<file path="config.mk">
export PLATFORM = sky130hd
export DESIGN_NAME = ipc_interrupt_controller
export DESIGN_NICKNAME = d
export VERILOG_FILES = /design/src/core/ipc_pkg.sv /design/src/core/ipc_interrupt_controller.sv
export VERILOG_INCLUDE_DIRS = /design/src /design/src/core
export SDC_FILE = /design/constraint.sdc
export NUM_CORES = 1
export LEC_CHECK = 0
export ABC_AREA = 1
export BUFFER_PORTS_ARGS = -buffer_cell sky130_fd_sc_hd__buf_2
export CORE_UTILIZATION = 60
export DETAILED_ROUTE_END_ITERATION = 12
export PLACE_DENSITY = 0.85
export RECOVER_POWER = 50
export SKIP_CTS_REPAIR_TIMING = 1
export SYNTH_ARGS = -nofsm -noshare
export SYNTH_HDL_FRONTEND = slang
export SYNTH_SLANG_ARGS = --single-unit
export TNS_END_PERCENT = 50
</file>
<file path="constraint.sdc">
create_clock -name clk -period 5.3 [get_ports clk]
set_input_delay 0.265 -clock clk [delete_from_list [all_inputs] [get_ports clk]]
set_output_delay 0.265 -clock clk [all_outputs]
set_load 0.05 [all_outputs]
</file>
<file path="src/core/ipc_defs.svh">
// register offsets, reset values, vector layout and timing counts of the interrupt controller
`ifndef IPC_DEFS_SVH
`define IPC_DEFS_SVH
`define IPC_NUM_SRC        18
`define IPC_IDX_W          5
`define IPC_OFS_MAIN_EN    8'ha8
`define IPC_OFS_MAIN_PRIO  8'hb8
`define IPC_OFS_EXT_EN_A   8'he6
`define IPC_OFS_EXT_EN_B   8'he7
`define IPC_OFS_EXT_PRIO_A 8'hf6
`define IPC_OFS_EXT_PRIO_B 8'hf7
`define IPC_REG_RESET      8'h00
`define IPC_GLOBAL_EN_BIT  7
`define IPC_MAIN_SRC_CNT   7
`define IPC_EXT_A_SRC_CNT  8
`define IPC_VEC_BASE       16'h0003
`define IPC_VEC_SHIFT      3
`define IPC_DETECT_CYC     1
`define IPC_CALL_CYC       5
`define IPC_RETURN_CYC     6
`define IPC_DIVIDE_CYC     8
`define IPC_MIN_RESP_CYC   (`IPC_DETECT_CYC + `IPC_CALL_CYC)
`define IPC_MAX_RESP_CYC   (`IPC_DETECT_CYC + `IPC_RETURN_CYC + `IPC_DIVIDE_CYC + `IPC_CALL_CYC)
`endif

</file>
<file path="src/core/ipc_pkg.sv">
// types shared by the interrupt controller
package ipc_pkg;
  typedef enum logic {LVL_LOW, LVL_HIGH} ipc_level_type;
  typedef struct packed {
    logic          valid;
    ipc_level_type level;
    logic [4:0]    index;
    logic [15:0]   addr;
  } ipc_req_type;
  typedef struct packed {
    logic       wrEn;
    logic       rdEn;
    logic [7:0] addr;
    logic [7:0] wrData;
  } ipc_sfr_type;
endpackage

</file>
<file path="src/core/ipc_interrupt_controller.sv">
// two-level vectored interrupt controller for an 8-bit core
`timescale 1ns/1ns
`default_nettype none
`include "ipc_defs.svh"
// Overview of operation
// - eighteen sources, each with its own pending flag and entry address.
// - a flag set by software requests exactly like a hardware flag when enabled.
// - an accepted request steers the core to that source's entry address.
// - each source has a priority bit choosing low or high; low after reset.
// - high requests preempt low routines; high routines are never preempted.
// - same-cycle requests at different levels: the high one is serviced first.
// - same-level simultaneous requests are chosen by a fixed hardwired order.
// - pending requests are sampled and priority decoded every clock cycle.
// - minimum response is 6 clocks: 1 detect plus 5 for the far call.
// - request pending at interrupt return waits one more instruction before the call.
// - worst case without competing service is 20 clocks: 1+6+8+5.
// - equal or lower level waits for return plus one following instruction.
// - core stalls delay dispatch; latency grows by the stall duration.
module ipc_interrupt_controller #(
  parameter int NUM_SRC = `IPC_NUM_SRC
) (
  input  wire logic                clk,          // 25 MHz system clock
  input  wire logic                rst_b,        // async reset, active low
  input  wire ipc_pkg::ipc_sfr_type sfrBus,      // register access from the core
  output logic [7:0]               sfrRdData,    // registered read data
  input  wire logic [NUM_SRC-1:0]  pendFlags,    // pending flags of the sources
  input  wire logic                cpuAck,       // core starts the far call
  input  wire logic                cpuRetDone,   // interrupt return retired
  input  wire logic                cpuInstrDone, // any instruction retired
  input  wire logic                cpuStall,     // core stalled by memory write or fifo move
  output ipc_pkg::ipc_req_type     irqReq        // registered request to the core
);
  logic [7:0]         mainEn;
  logic [7:0]         mainPrio;
  logic [7:0]         extEnA;
  logic [7:0]         extEnB;
  logic [7:0]         extPrioA;
  logic [7:0]         extPrioB;
  logic [NUM_SRC-1:0] enMask;
  logic [NUM_SRC-1:0] prioMask;
  logic [NUM_SRC-1:0] activeSet;
  logic [NUM_SRC-1:0] highSet;
  logic [NUM_SRC-1:0] lowSet;
  logic               inHigh;
  logic               inLow;
  logic               holdOne;
  logic               highOk;
  logic               lowOk;
  logic               blocked;
  ipc_pkg::ipc_req_type next_req;

  // lowest set index, the hardwired tie order
  function automatic logic [4:0] firstIdx(input logic [NUM_SRC-1:0] v);
    logic [4:0] r;
    r = 5'h00;
    for (int i = NUM_SRC - 1; i >= 0; i--) begin
      if (v[i]) r = 5'(i);
    end
    return r;
  endfunction

  // entry address of a source
  function automatic logic [15:0] vecAddr(input logic [4:0] idx);
    return `IPC_VEC_BASE + (16'(idx) << `IPC_VEC_SHIFT);
  endfunction

  // mask of indices below idx, used by the order check
  function automatic logic [NUM_SRC-1:0] belowMask(input logic [4:0] idx);
    return (NUM_SRC'(1) << idx) - NUM_SRC'(1);
  endfunction

  // register writes; all levels default low
  always_ff @(posedge clk or negedge rst_b) begin
    if (!rst_b) begin
      mainEn   <= `IPC_REG_RESET;
      mainPrio <= `IPC_REG_RESET;
      extEnA   <= `IPC_REG_RESET;
      extEnB   <= `IPC_REG_RESET;
      extPrioA <= `IPC_REG_RESET;
      extPrioB <= `IPC_REG_RESET;
    end else if (sfrBus.wrEn) begin
      unique case (sfrBus.addr)
        `IPC_OFS_MAIN_EN:    mainEn   <= sfrBus.wrData;
        `IPC_OFS_MAIN_PRIO:  mainPrio <= sfrBus.wrData;
        `IPC_OFS_EXT_EN_A:   extEnA   <= sfrBus.wrData;
        `IPC_OFS_EXT_EN_B:   extEnB   <= sfrBus.wrData;
        `IPC_OFS_EXT_PRIO_A: extPrioA <= sfrBus.wrData;
        `IPC_OFS_EXT_PRIO_B: extPrioB <= sfrBus.wrData;
        default: ;
      endcase
    end
  end

  // read back; other addresses belong to other blocks and read zero here
  always_ff @(posedge clk or negedge rst_b) begin
    if (!rst_b) begin
      sfrRdData <= 8'h00;
    end else if (sfrBus.rdEn) begin
      unique case (sfrBus.addr)
        `IPC_OFS_MAIN_EN:    sfrRdData <= mainEn;
        `IPC_OFS_MAIN_PRIO:  sfrRdData <= mainPrio;
        `IPC_OFS_EXT_EN_A:   sfrRdData <= extEnA;
        `IPC_OFS_EXT_EN_B:   sfrRdData <= extEnB;
        `IPC_OFS_EXT_PRIO_A: sfrRdData <= extPrioA;
        `IPC_OFS_EXT_PRIO_B: sfrRdData <= extPrioB;
        default:             sfrRdData <= 8'h00;
      endcase
    end
  end

  // per-source enable and priority vectors, one bit per source
  assign enMask   = NUM_SRC'({extEnB[2:0], extEnA, mainEn[`IPC_MAIN_SRC_CNT-1:0]});
  assign prioMask = NUM_SRC'({extPrioB[2:0], extPrioA, mainPrio[`IPC_MAIN_SRC_CNT-1:0]});
  // software-set and hardware-set flags are indistinguishable here
  assign activeSet = pendFlags & enMask & {NUM_SRC{mainEn[`IPC_GLOBAL_EN_BIT]}};
  assign highSet   = activeSet & prioMask;
  assign lowSet    = activeSet & ~prioMask;
  assign highOk    = !inHigh;
  assign lowOk     = !inHigh && !inLow;
  assign blocked   = holdOne || cpuStall;

  // decode every cycle; the registered result is the one detect clock
  always_comb begin
    next_req = irqReq;
    if ((irqReq.valid && cpuAck) || blocked) begin
      next_req.valid = 1'b0;
    end else if (highOk && |highSet) begin
      next_req.valid = 1'b1;
      next_req.level = ipc_pkg::LVL_HIGH;
      next_req.index = firstIdx(highSet);
      next_req.addr  = vecAddr(firstIdx(highSet));
    end else if (lowOk && |lowSet) begin
      next_req.valid = 1'b1;
      next_req.level = ipc_pkg::LVL_LOW;
      next_req.index = firstIdx(lowSet);
      next_req.addr  = vecAddr(firstIdx(lowSet));
    end else begin
      next_req.valid = 1'b0;
    end
  end

  // request register, refreshed each cycle so a new winner replaces an old one
  always_ff @(posedge clk or negedge rst_b) begin
    if (!rst_b) begin
      irqReq <= '0;
    end else begin
      irqReq <= next_req;
    end
  end

  // in-service levels; a return closes the highest level open
  always_ff @(posedge clk or negedge rst_b) begin
    if (!rst_b) begin
      inHigh <= 1'b0;
      inLow  <= 1'b0;
    end else if (irqReq.valid && cpuAck) begin
      if (irqReq.level == ipc_pkg::LVL_HIGH) inHigh <= 1'b1;
      else inLow <= 1'b1;
    end else if (cpuRetDone) begin
      if (inHigh) inHigh <= 1'b0;
      else inLow <= 1'b0;
    end
  end

  // one instruction must follow a return; the return itself does not count
  always_ff @(posedge clk or negedge rst_b) begin
    if (!rst_b) begin
      holdOne <= 1'b0;
    end else if (cpuRetDone) begin
      holdOne <= 1'b1;
    end else if (cpuInstrDone) begin
      holdOne <= 1'b0;
    end
  end

  // properties beside the decode; they watch inputs, decode terms and registered state

  vector_map_a: assert property (@(posedge clk) disable iff (!rst_b)
    irqReq.valid |-> irqReq.addr == vecAddr(irqReq.index) && irqReq.index < 5'(NUM_SRC))
    else $error("vector address does not match source");
  detect_one_a: assert property (@(posedge clk) disable iff (!rst_b)
    (!irqReq.valid && !blocked && highOk && |highSet) |=> irqReq.valid && irqReq.level)
    else $error("request not raised one clock after detect");
  stall_holds_a: assert property (@(posedge clk) disable iff (!rst_b)
    cpuStall |=> !irqReq.valid)
    else $error("request issued during core stall");
  return_wait_a: assert property (@(posedge clk) disable iff (!rst_b)
    cpuRetDone ##1 !cpuInstrDone[*2] |=> !irqReq.valid)
    else $error("request before instruction after return");
  high_nopreempt_a: assert property (@(posedge clk) disable iff (!rst_b)
    inHigh |=> !irqReq.valid)
    else $error("high routine preempted");
  high_first_a: assert property (@(posedge clk) disable iff (!rst_b)
    irqReq.valid && irqReq.level == ipc_pkg::LVL_LOW |-> $past(highSet) == '0 || $past(inHigh))
    else $error("low request chosen over high");
  fixed_order_a: assert property (@(posedge clk) disable iff (!rst_b)
    irqReq.valid |-> ((irqReq.level ? $past(highSet) : $past(lowSet))
      & belowMask(irqReq.index)) == '0)
    else $error("lower index lost arbitration");
  equal_wait_a: assert property (@(posedge clk) disable iff (!rst_b)
    (inLow && highSet == '0) |=> !irqReq.valid)
    else $error("equal level request during service");
  ack_drop_a: assert property (@(posedge clk) disable iff (!rst_b)
    (irqReq.valid && cpuAck) |=> !irqReq.valid ##1 (inHigh || inLow))
    else $error("accepted request not retired");

  // read back of the priority registers, one cycle after the strobe
  read_prio_a: assert property (@(posedge clk) disable iff (!rst_b)
    (sfrBus.rdEn && sfrBus.addr == `IPC_OFS_EXT_PRIO_A) |=> sfrRdData == $past(extPrioA))
    else $error("priority register a read back wrong");

  // second extended priority register
  read_prio_b_a: assert property (@(posedge clk) disable iff (!rst_b)
    (sfrBus.rdEn && sfrBus.addr == `IPC_OFS_EXT_PRIO_B) |=> sfrRdData == $past(extPrioB))
    else $error("priority register b read back wrong");

  // main priority register
  read_main_prio_a: assert property (@(posedge clk) disable iff (!rst_b)
    (sfrBus.rdEn && sfrBus.addr == `IPC_OFS_MAIN_PRIO) |=> sfrRdData == $past(mainPrio))
    else $error("main priority read back wrong");

  // extended enable register read back
  read_enable_a: assert property (@(posedge clk) disable iff (!rst_b)
    (sfrBus.rdEn && sfrBus.addr == `IPC_OFS_EXT_EN_A) |=> sfrRdData == $past(extEnA))
    else $error("enable register a read back wrong");

  // unmapped addresses belong to other blocks and read zero
  read_unmapped_a: assert property (@(posedge clk) disable iff (!rst_b)
    (sfrBus.rdEn && !(sfrBus.addr inside {`IPC_OFS_MAIN_EN, `IPC_OFS_MAIN_PRIO,
      `IPC_OFS_EXT_EN_A, `IPC_OFS_EXT_EN_B, `IPC_OFS_EXT_PRIO_A, `IPC_OFS_EXT_PRIO_B}))
      |=> sfrRdData == 8'h00)
    else $error("unmapped address read nonzero");

  // read data holds between strobes
  read_hold_a: assert property (@(posedge clk) disable iff (!rst_b)
    !sfrBus.rdEn |=> $stable(sfrRdData))
    else $error("read data changed without strobe");

  // priority write lands the next cycle
  write_prio_a: assert property (@(posedge clk) disable iff (!rst_b)
    (sfrBus.wrEn && sfrBus.addr == `IPC_OFS_EXT_PRIO_B) |=> extPrioB == $past(sfrBus.wrData))
    else $error("priority register b write lost");

  // first extended priority write
  write_prio_one_a: assert property (@(posedge clk) disable iff (!rst_b)
    (sfrBus.wrEn && sfrBus.addr == `IPC_OFS_EXT_PRIO_A) |=> extPrioA == $past(sfrBus.wrData))
    else $error("priority register a write lost");

  // main enable write, global enable included
  write_enable_a: assert property (@(posedge clk) disable iff (!rst_b)
    (sfrBus.wrEn && sfrBus.addr == `IPC_OFS_MAIN_EN) |=> mainEn == $past(sfrBus.wrData))
    else $error("main enable write lost");

  // upper sources enable write
  write_en_b_a: assert property (@(posedge clk) disable iff (!rst_b)
    (sfrBus.wrEn && sfrBus.addr == `IPC_OFS_EXT_EN_B) |=> extEnB == $past(sfrBus.wrData))
    else $error("enable register b write lost");

  // global enable off silences every source, software flags too
  global_off_a: assert property (@(posedge clk) disable iff (!rst_b)
    !mainEn[`IPC_GLOBAL_EN_BIT] |=> !irqReq.valid)
    else $error("request with global enable off");

  // the shown source was pending and enabled one clock earlier
  source_live_a: assert property (@(posedge clk) disable iff (!rst_b)
    irqReq.valid |-> |($past(activeSet) & (NUM_SRC'(1) << irqReq.index)))
    else $error("request for a source not active");

  // shown level agrees with that source's priority bit
  level_match_a: assert property (@(posedge clk) disable iff (!rst_b)
    irqReq.valid |-> ((irqReq.level == ipc_pkg::LVL_HIGH)
      == |($past(prioMask) & (NUM_SRC'(1) << irqReq.index))))
    else $error("request level differs from priority bit");

  // any open routine shuts out every non-high request
  service_block_a: assert property (@(posedge clk) disable iff (!rst_b)
    ((inHigh || inLow) && highSet == '0) |=> !irqReq.valid)
    else $error("request while routine open and no high source");

  // a return arms the one-instruction wait
  hold_set_a: assert property (@(posedge clk) disable iff (!rst_b)
    cpuRetDone |=> holdOne)
    else $error("return did not arm instruction wait");

  // the next retired instruction ends the wait
  hold_clear_a: assert property (@(posedge clk) disable iff (!rst_b)
    (holdOne && cpuInstrDone && !cpuRetDone) |=> !holdOne)
    else $error("instruction wait not released");

  // a return closes the open high level first
  ret_closes_a: assert property (@(posedge clk) disable iff (!rst_b)
    (inHigh && cpuRetDone && !(irqReq.valid && cpuAck)) |=> !inHigh)
    else $error("return left high level open");

  // accepting a high request opens the high level
  ack_high_a: assert property (@(posedge clk) disable iff (!rst_b)
    (irqReq.valid && cpuAck && irqReq.level == ipc_pkg::LVL_HIGH) |=> inHigh)
    else $error("high level not opened on accept");

  // accepting a low request opens the low level
  ack_low_a: assert property (@(posedge clk) disable iff (!rst_b)
    (irqReq.valid && cpuAck && irqReq.level == ipc_pkg::LVL_LOW) |=> inLow)
    else $error("low level not opened on accept");

  // no request is shown that was decoded during a stall or wait
  decode_free_a: assert property (@(posedge clk) disable iff (!rst_b)
    irqReq.valid |-> $past(!blocked))
    else $error("request decoded while blocked");

  // a high source with no high routine open always wins the level
  high_wins_a: assert property (@(posedge clk) disable iff (!rst_b)
    (irqReq.valid && $past(highSet) != '0 && !$past(inHigh)) |-> irqReq.level == ipc_pkg::LVL_HIGH)
    else $error("high source lost to low");
endmodule // ipc_interrupt_controller
`default_nettype wire

</file>
**Word-level counts from Yosys, hierarchy flattened**

Index checks and enable logic that the tools add are counted.

- Flip-flop bits (word level): 82
- Logic and storage cells: 108

- Eq/ne operators: 9
- Reductions and logical operators: 22
- Bitwise operators: 6
- Add/subtract/negate cells: 2
- Mux-type cells: 55

Operator list:

| operator | count |
|---|---|
| $mux W5 | 41 |
| $and A18 B18 Y18 | 4 |
| $eq A8 B8 Y1 const B | 6 |
| $pmux W8 S6 | 1 |
| $reduce_or A18 Y1 | 2 |
| $mux W23 | 1 |
| $mux W22 | 1 |
| $add A2 B8 Y9 const A | 2 |
| $not A18 Y18 | 1 |
| $reduce_and A2 Y1 | 8 |
| $mux W1 | 11 |
| $reduce_bool A2 Y1 | 3 |
| $logic_and A1 B1 Y1 | 4 |
| $ne A2 B2 Y1 const B | 2 |
| $reduce_and A3 Y1 | 1 |
| $logic_not A1 Y1 | 2 |
| $logic_or A1 B1 Y1 | 2 |
| $ne A2 B1 Y1 const B | 1 |
| $not A1 Y1 | 1 |

**Depth between registers and ports, before layout**

- Depth after elaboration: 28
- Mapped depth: 22

**Worst setup path after synthesis**

Ideal clock, no wire load.

- Kind: reg-to-reg
- Start: register mainEn[7]
- End: register irqReq[1] in the netlist's numbering
- Required time: 5.176 ns
- Setup slack: 3.497 ns
- Cell stages (with the launch flop): 10
- Path buffers: 2
- Clock period less this slack: 1.803 ns
- Arrival: 1.679 ns
- Cell sequence: dfrtp_1 -> buf_6 -> nand4_1 -> nand2_2 -> nor4_4 -> nand2_1 -> o21bai_2 -> a211oi_2 -> buf_6 -> or2_1

- Cells in the longest elaborated chain, start to end: 6
- Elaborated cells between the ends (all ways): 10
- Classes of those cells: mux (1); bitwise (3); reduce/logical (6)

RTL lines:

| item | RTL line | RTL |
|---|---|---|
| start, declared | ipc_interrupt_controller.sv:33 | `logic [7:0] mainEn;` |
| start signal, assigned | ipc_interrupt_controller.sv:75 | `` mainEn <= `IPC_REG_RESET; `` |
| start signal, assigned | ipc_interrupt_controller.sv:83 | `` `IPC_OFS_MAIN_EN: mainEn <= sfrBus.wrData; `` |
| $and A18 B18 Y18 * | ipc_interrupt_controller.sv:115 | `` assign activeSet = pendFlags & enMask & {NUM_SRC{mainEn[`IPC_GLOBAL_EN_BIT]}}; `` |
| $and A18 B18 Y18 (on tied branches) | ipc_interrupt_controller.sv:116, ipc_interrupt_controller.sv:117 |  |
| $reduce_or A18 Y1 (on tied branches) | ipc_interrupt_controller.sv:127, ipc_interrupt_controller.sv:132 |  |
| $logic_and A1 B1 Y1 (on tied branches) | ipc_interrupt_controller.sv:127, ipc_interrupt_controller.sv:132 |  |
| $reduce_bool A2 Y1 (no source line) | - |  |
| $reduce_and A2 Y1 (no source line) | - |  |
| end signal, assigned | ipc_interrupt_controller.sv:147 | `irqReq <= next_req;` |
| end, declared | ipc_interrupt_controller.sv:31 | `output ipc_pkg::ipc_req_type irqReq` |

Mark *: on every way between the ends. The rest lies on a longest branch, timed or not.
A chain may end at the register's enable or synchronous reset.

==> results.yml <==
route:
  drc_errors: 0
  vias: 3672
  drtAntennaViolNets: 0
  firstDrtPassIters: 5
  drt-initial-drc-count: 272
  viasPerCell: 5.59
  finalWirelength_um: 10100
  wl_per_cell_um: 15.4
sta:
  finalHoldViolCount: 0
  setup_ws_ns: 2.13
  setup-violations-final: 0
  timing.final.crit_share_pct: 59.8
  final.min_clock_period_ns: 3.17
  skew_ns: 0.00809
  relSlewSlack_pct: -134
  tightest_slew_ns: 3.51
  whs_ns: 0.0952
  rsz0062_at_grt: "no"
  max_freq_mhz: 316
  tns_ns: 0
  slew_viol_final: 68
yosys:
  synth.largest_area_cell: "dfrtp_1"
  syn_avg_cell_area_um2: 7.56
  ys_warn_count: 0
  ys_ff_latch: 67
  synth_top_area_share_pct: 42.8
  synth.area.top_cells: "dfrtp_1 43%, nand2_1 12%, inv_1 8.4%, o21ai_0 8.1%, nor2_1 4.2%"
  syn_inst: 518
  synth_edf_count: 0
  async_flop_share_pct: 100
  synthTopCellsByCount: "127 x nand2_1, 88 x inv_1, 67 x dfrtp_1"
  yosysUniqueCellTypes: 32
  synth.most_common_cell: "nand2_1"
  synth_ff_type: "dfrtp_1"
  syn-cell-area_mm2: 0.00392
  ys_seq_area_share_pct: 42.8
global_routing:
  grtUsageTotal_pct: 33.3
  grt_pass1_wl_um: 16500
  grt_max_degree: 68
  grt_pass1_vias: 3579
  antenna_found_initial: 0
  gr-total-overflow: 0
worst_hold_path:
  hold_class: "in -> reg"
  hold-path-endpoint: "holdOne$_DFFE_PN0P_"
  hold_start: "cpuInstrDone"
  hold_depth: 2
clock_network:
  cts_root_buf: "clkbuf_8"
  ctsLongestPathBuffers: 2
  cts_inserted_buffers: 9
  clk-insertion-delay-late_ns: 0.36
  cts_max_level: 3
  cts_tree: "done"
  clkTransAtPathRegs_ns: 0.07
  cts_sinks: 67
run_status:
  violations: "max-capacitance violations, max-slew violations"
  status: "finished, violations left"
worst_setup_path:
  r2r-start: "mainEn[7]$_DFFE_PN0P_"
  worst_ep_required_time_ns: 4.97
  slowest_delay_ns: 2.46
  rr_endpoint: "irqReq[21]$_DFFE_PN0P_"
  r2r_slack_ns: 2.27
  criticalPathCategory: "in -> async"
  path_cells: "buf_2, clkbuf_1"
  arrival_ns: 2.83
  cpMaxStageDelayCell: "clkbuf_1"
  critical-path-top-delay-family: "buffers and inverters"
  endpoint_kind: "async pin"
  cp-start-kind: "input pin"
  startpoint: "rst_b"
  ff2ff_path_depth: 7
  cp_num_buf_inv: 2
  cp_max_fo: 67
finish:
  syn_to_final_growth_pct: 11.6
  final_net_count: 618
  final_core_util_pct: 69.2
  num-fill-cells: 547
  n_antenna_cell: 0
  postLayoutCellArea_mm2: 0.00437
  drive_gt1_share_pct: 20.0
place:
  port_buffers: 63
  dp_worst_setup_slack_ns: 2.31
  gp_congestion: 0.912
  place_area_mm2: 0.00419
  hpwl_um: 7450
floorplanning:
  ios: 73
  die_h_um: 82.8
  initial_core_util_pct: 62.0
  die_area_mm2: 0.00685
  rows: 29
  fp.dieW_um: 82.8
  core-area_mm2: 0.00631
power:
  peakVddDrop_mv: 0.193
  p_leak_nw: 2.29
  cellPowerDensity_mw_per_mm2: 312
run:
  maxCapViolations: 1
==> where the power goes <==
part           switching (mW)  internal [mW]
Sequential             0.0366          0.555
Clock                   0.192          0.240
Combinational           0.244         0.0951
Total                   0.472          0.890
==> registers in the layout, indices dropped and copies added (netlist names) <==
register	count
extPrioB	8
holdOne	1
inLow	1
mainEn	8
extPrioA	8
sfrRdData	8
extEnA	8
irqReq	8
extEnB	8
mainPrio	8
inHigh	1
==> layer usage <==
metal	up-vias	track usage [%]	share of wire, %
met5	-	0	0
met4	0	19.1	5.0
met3	44	9.18	8.1
met2	199	52.5	47
met1	1683	41.0	40
li1	1746	-	-
==> per-stage QoR <==
step / power [mW] / cells
2_1_floorplan: 0.858 / 526
3_3_place_gp: 0.923 / 642
3_5_place_dp: 0.935 / 642
4_1_cts: 1.37 / 657
5_1_grt: 1.44 / 657
6_report: 1.36 / 657
==> how the worst max path moves through the flow <==
stage / endpoint / slack, ns / cells past startpoint
final: mainPrio[7]$_DFFE_PN0P_ / 2.13 / 2
after global routing: mainPrio[7]$_DFFE_PN0P_ / 1.41 / 2
after CTS: irqReq[21]$_DFFE_PN0P_ / 2.27 / 7
after detailed placement: irqReq[21]$_DFFE_PN0P_ / 2.31 / 7
after global placement: irqReq[21]$_DFFE_PN0P_ / 2.45 / 7
after floorplan: irqReq[1]$_DFFE_PN0P_ / 3.50 / 9
==> cell usage in the layout, fill, tap and decap left out, types with 10 or more instances in the layout <==
cell and count:
buf_2 55, clkbuf_1 11, clkbuf_8 11, dfrtp_1 67, inv_1 88, nand2_1 127
nand3_2 12, nor2_1 44, nor2_2 19, nor3_1 10, o21ai_0 63, o22ai_1 24
==> area by class of cell <==
class / instances / area [um^2] / share of cell area, %
Multi-Input combinational cell: 346 / 1770 / 40.4
Sequential cell: 67 / 1680 / 38.4
Inverter: 88 / 330 / 7.56
Timing Repair Buffer: 64 / 309 / 7.07
Clock buffer: 13 / 159 / 3.63
Tap cell: 77 / 96.3 / 2.20
Clock inverter: 2 / 35.0 / 0.801
==> logic make-up after synthesis <==
logic type,after synthesis,synth area share [%]
and+or+nand+nor,242,30.2
AOI/OAI and AO/OA,95,14.0
buffers and inverters,113,12.9
DFF,67,42.8
other,1,0.0958
Power figures use the tool's default switching activity.
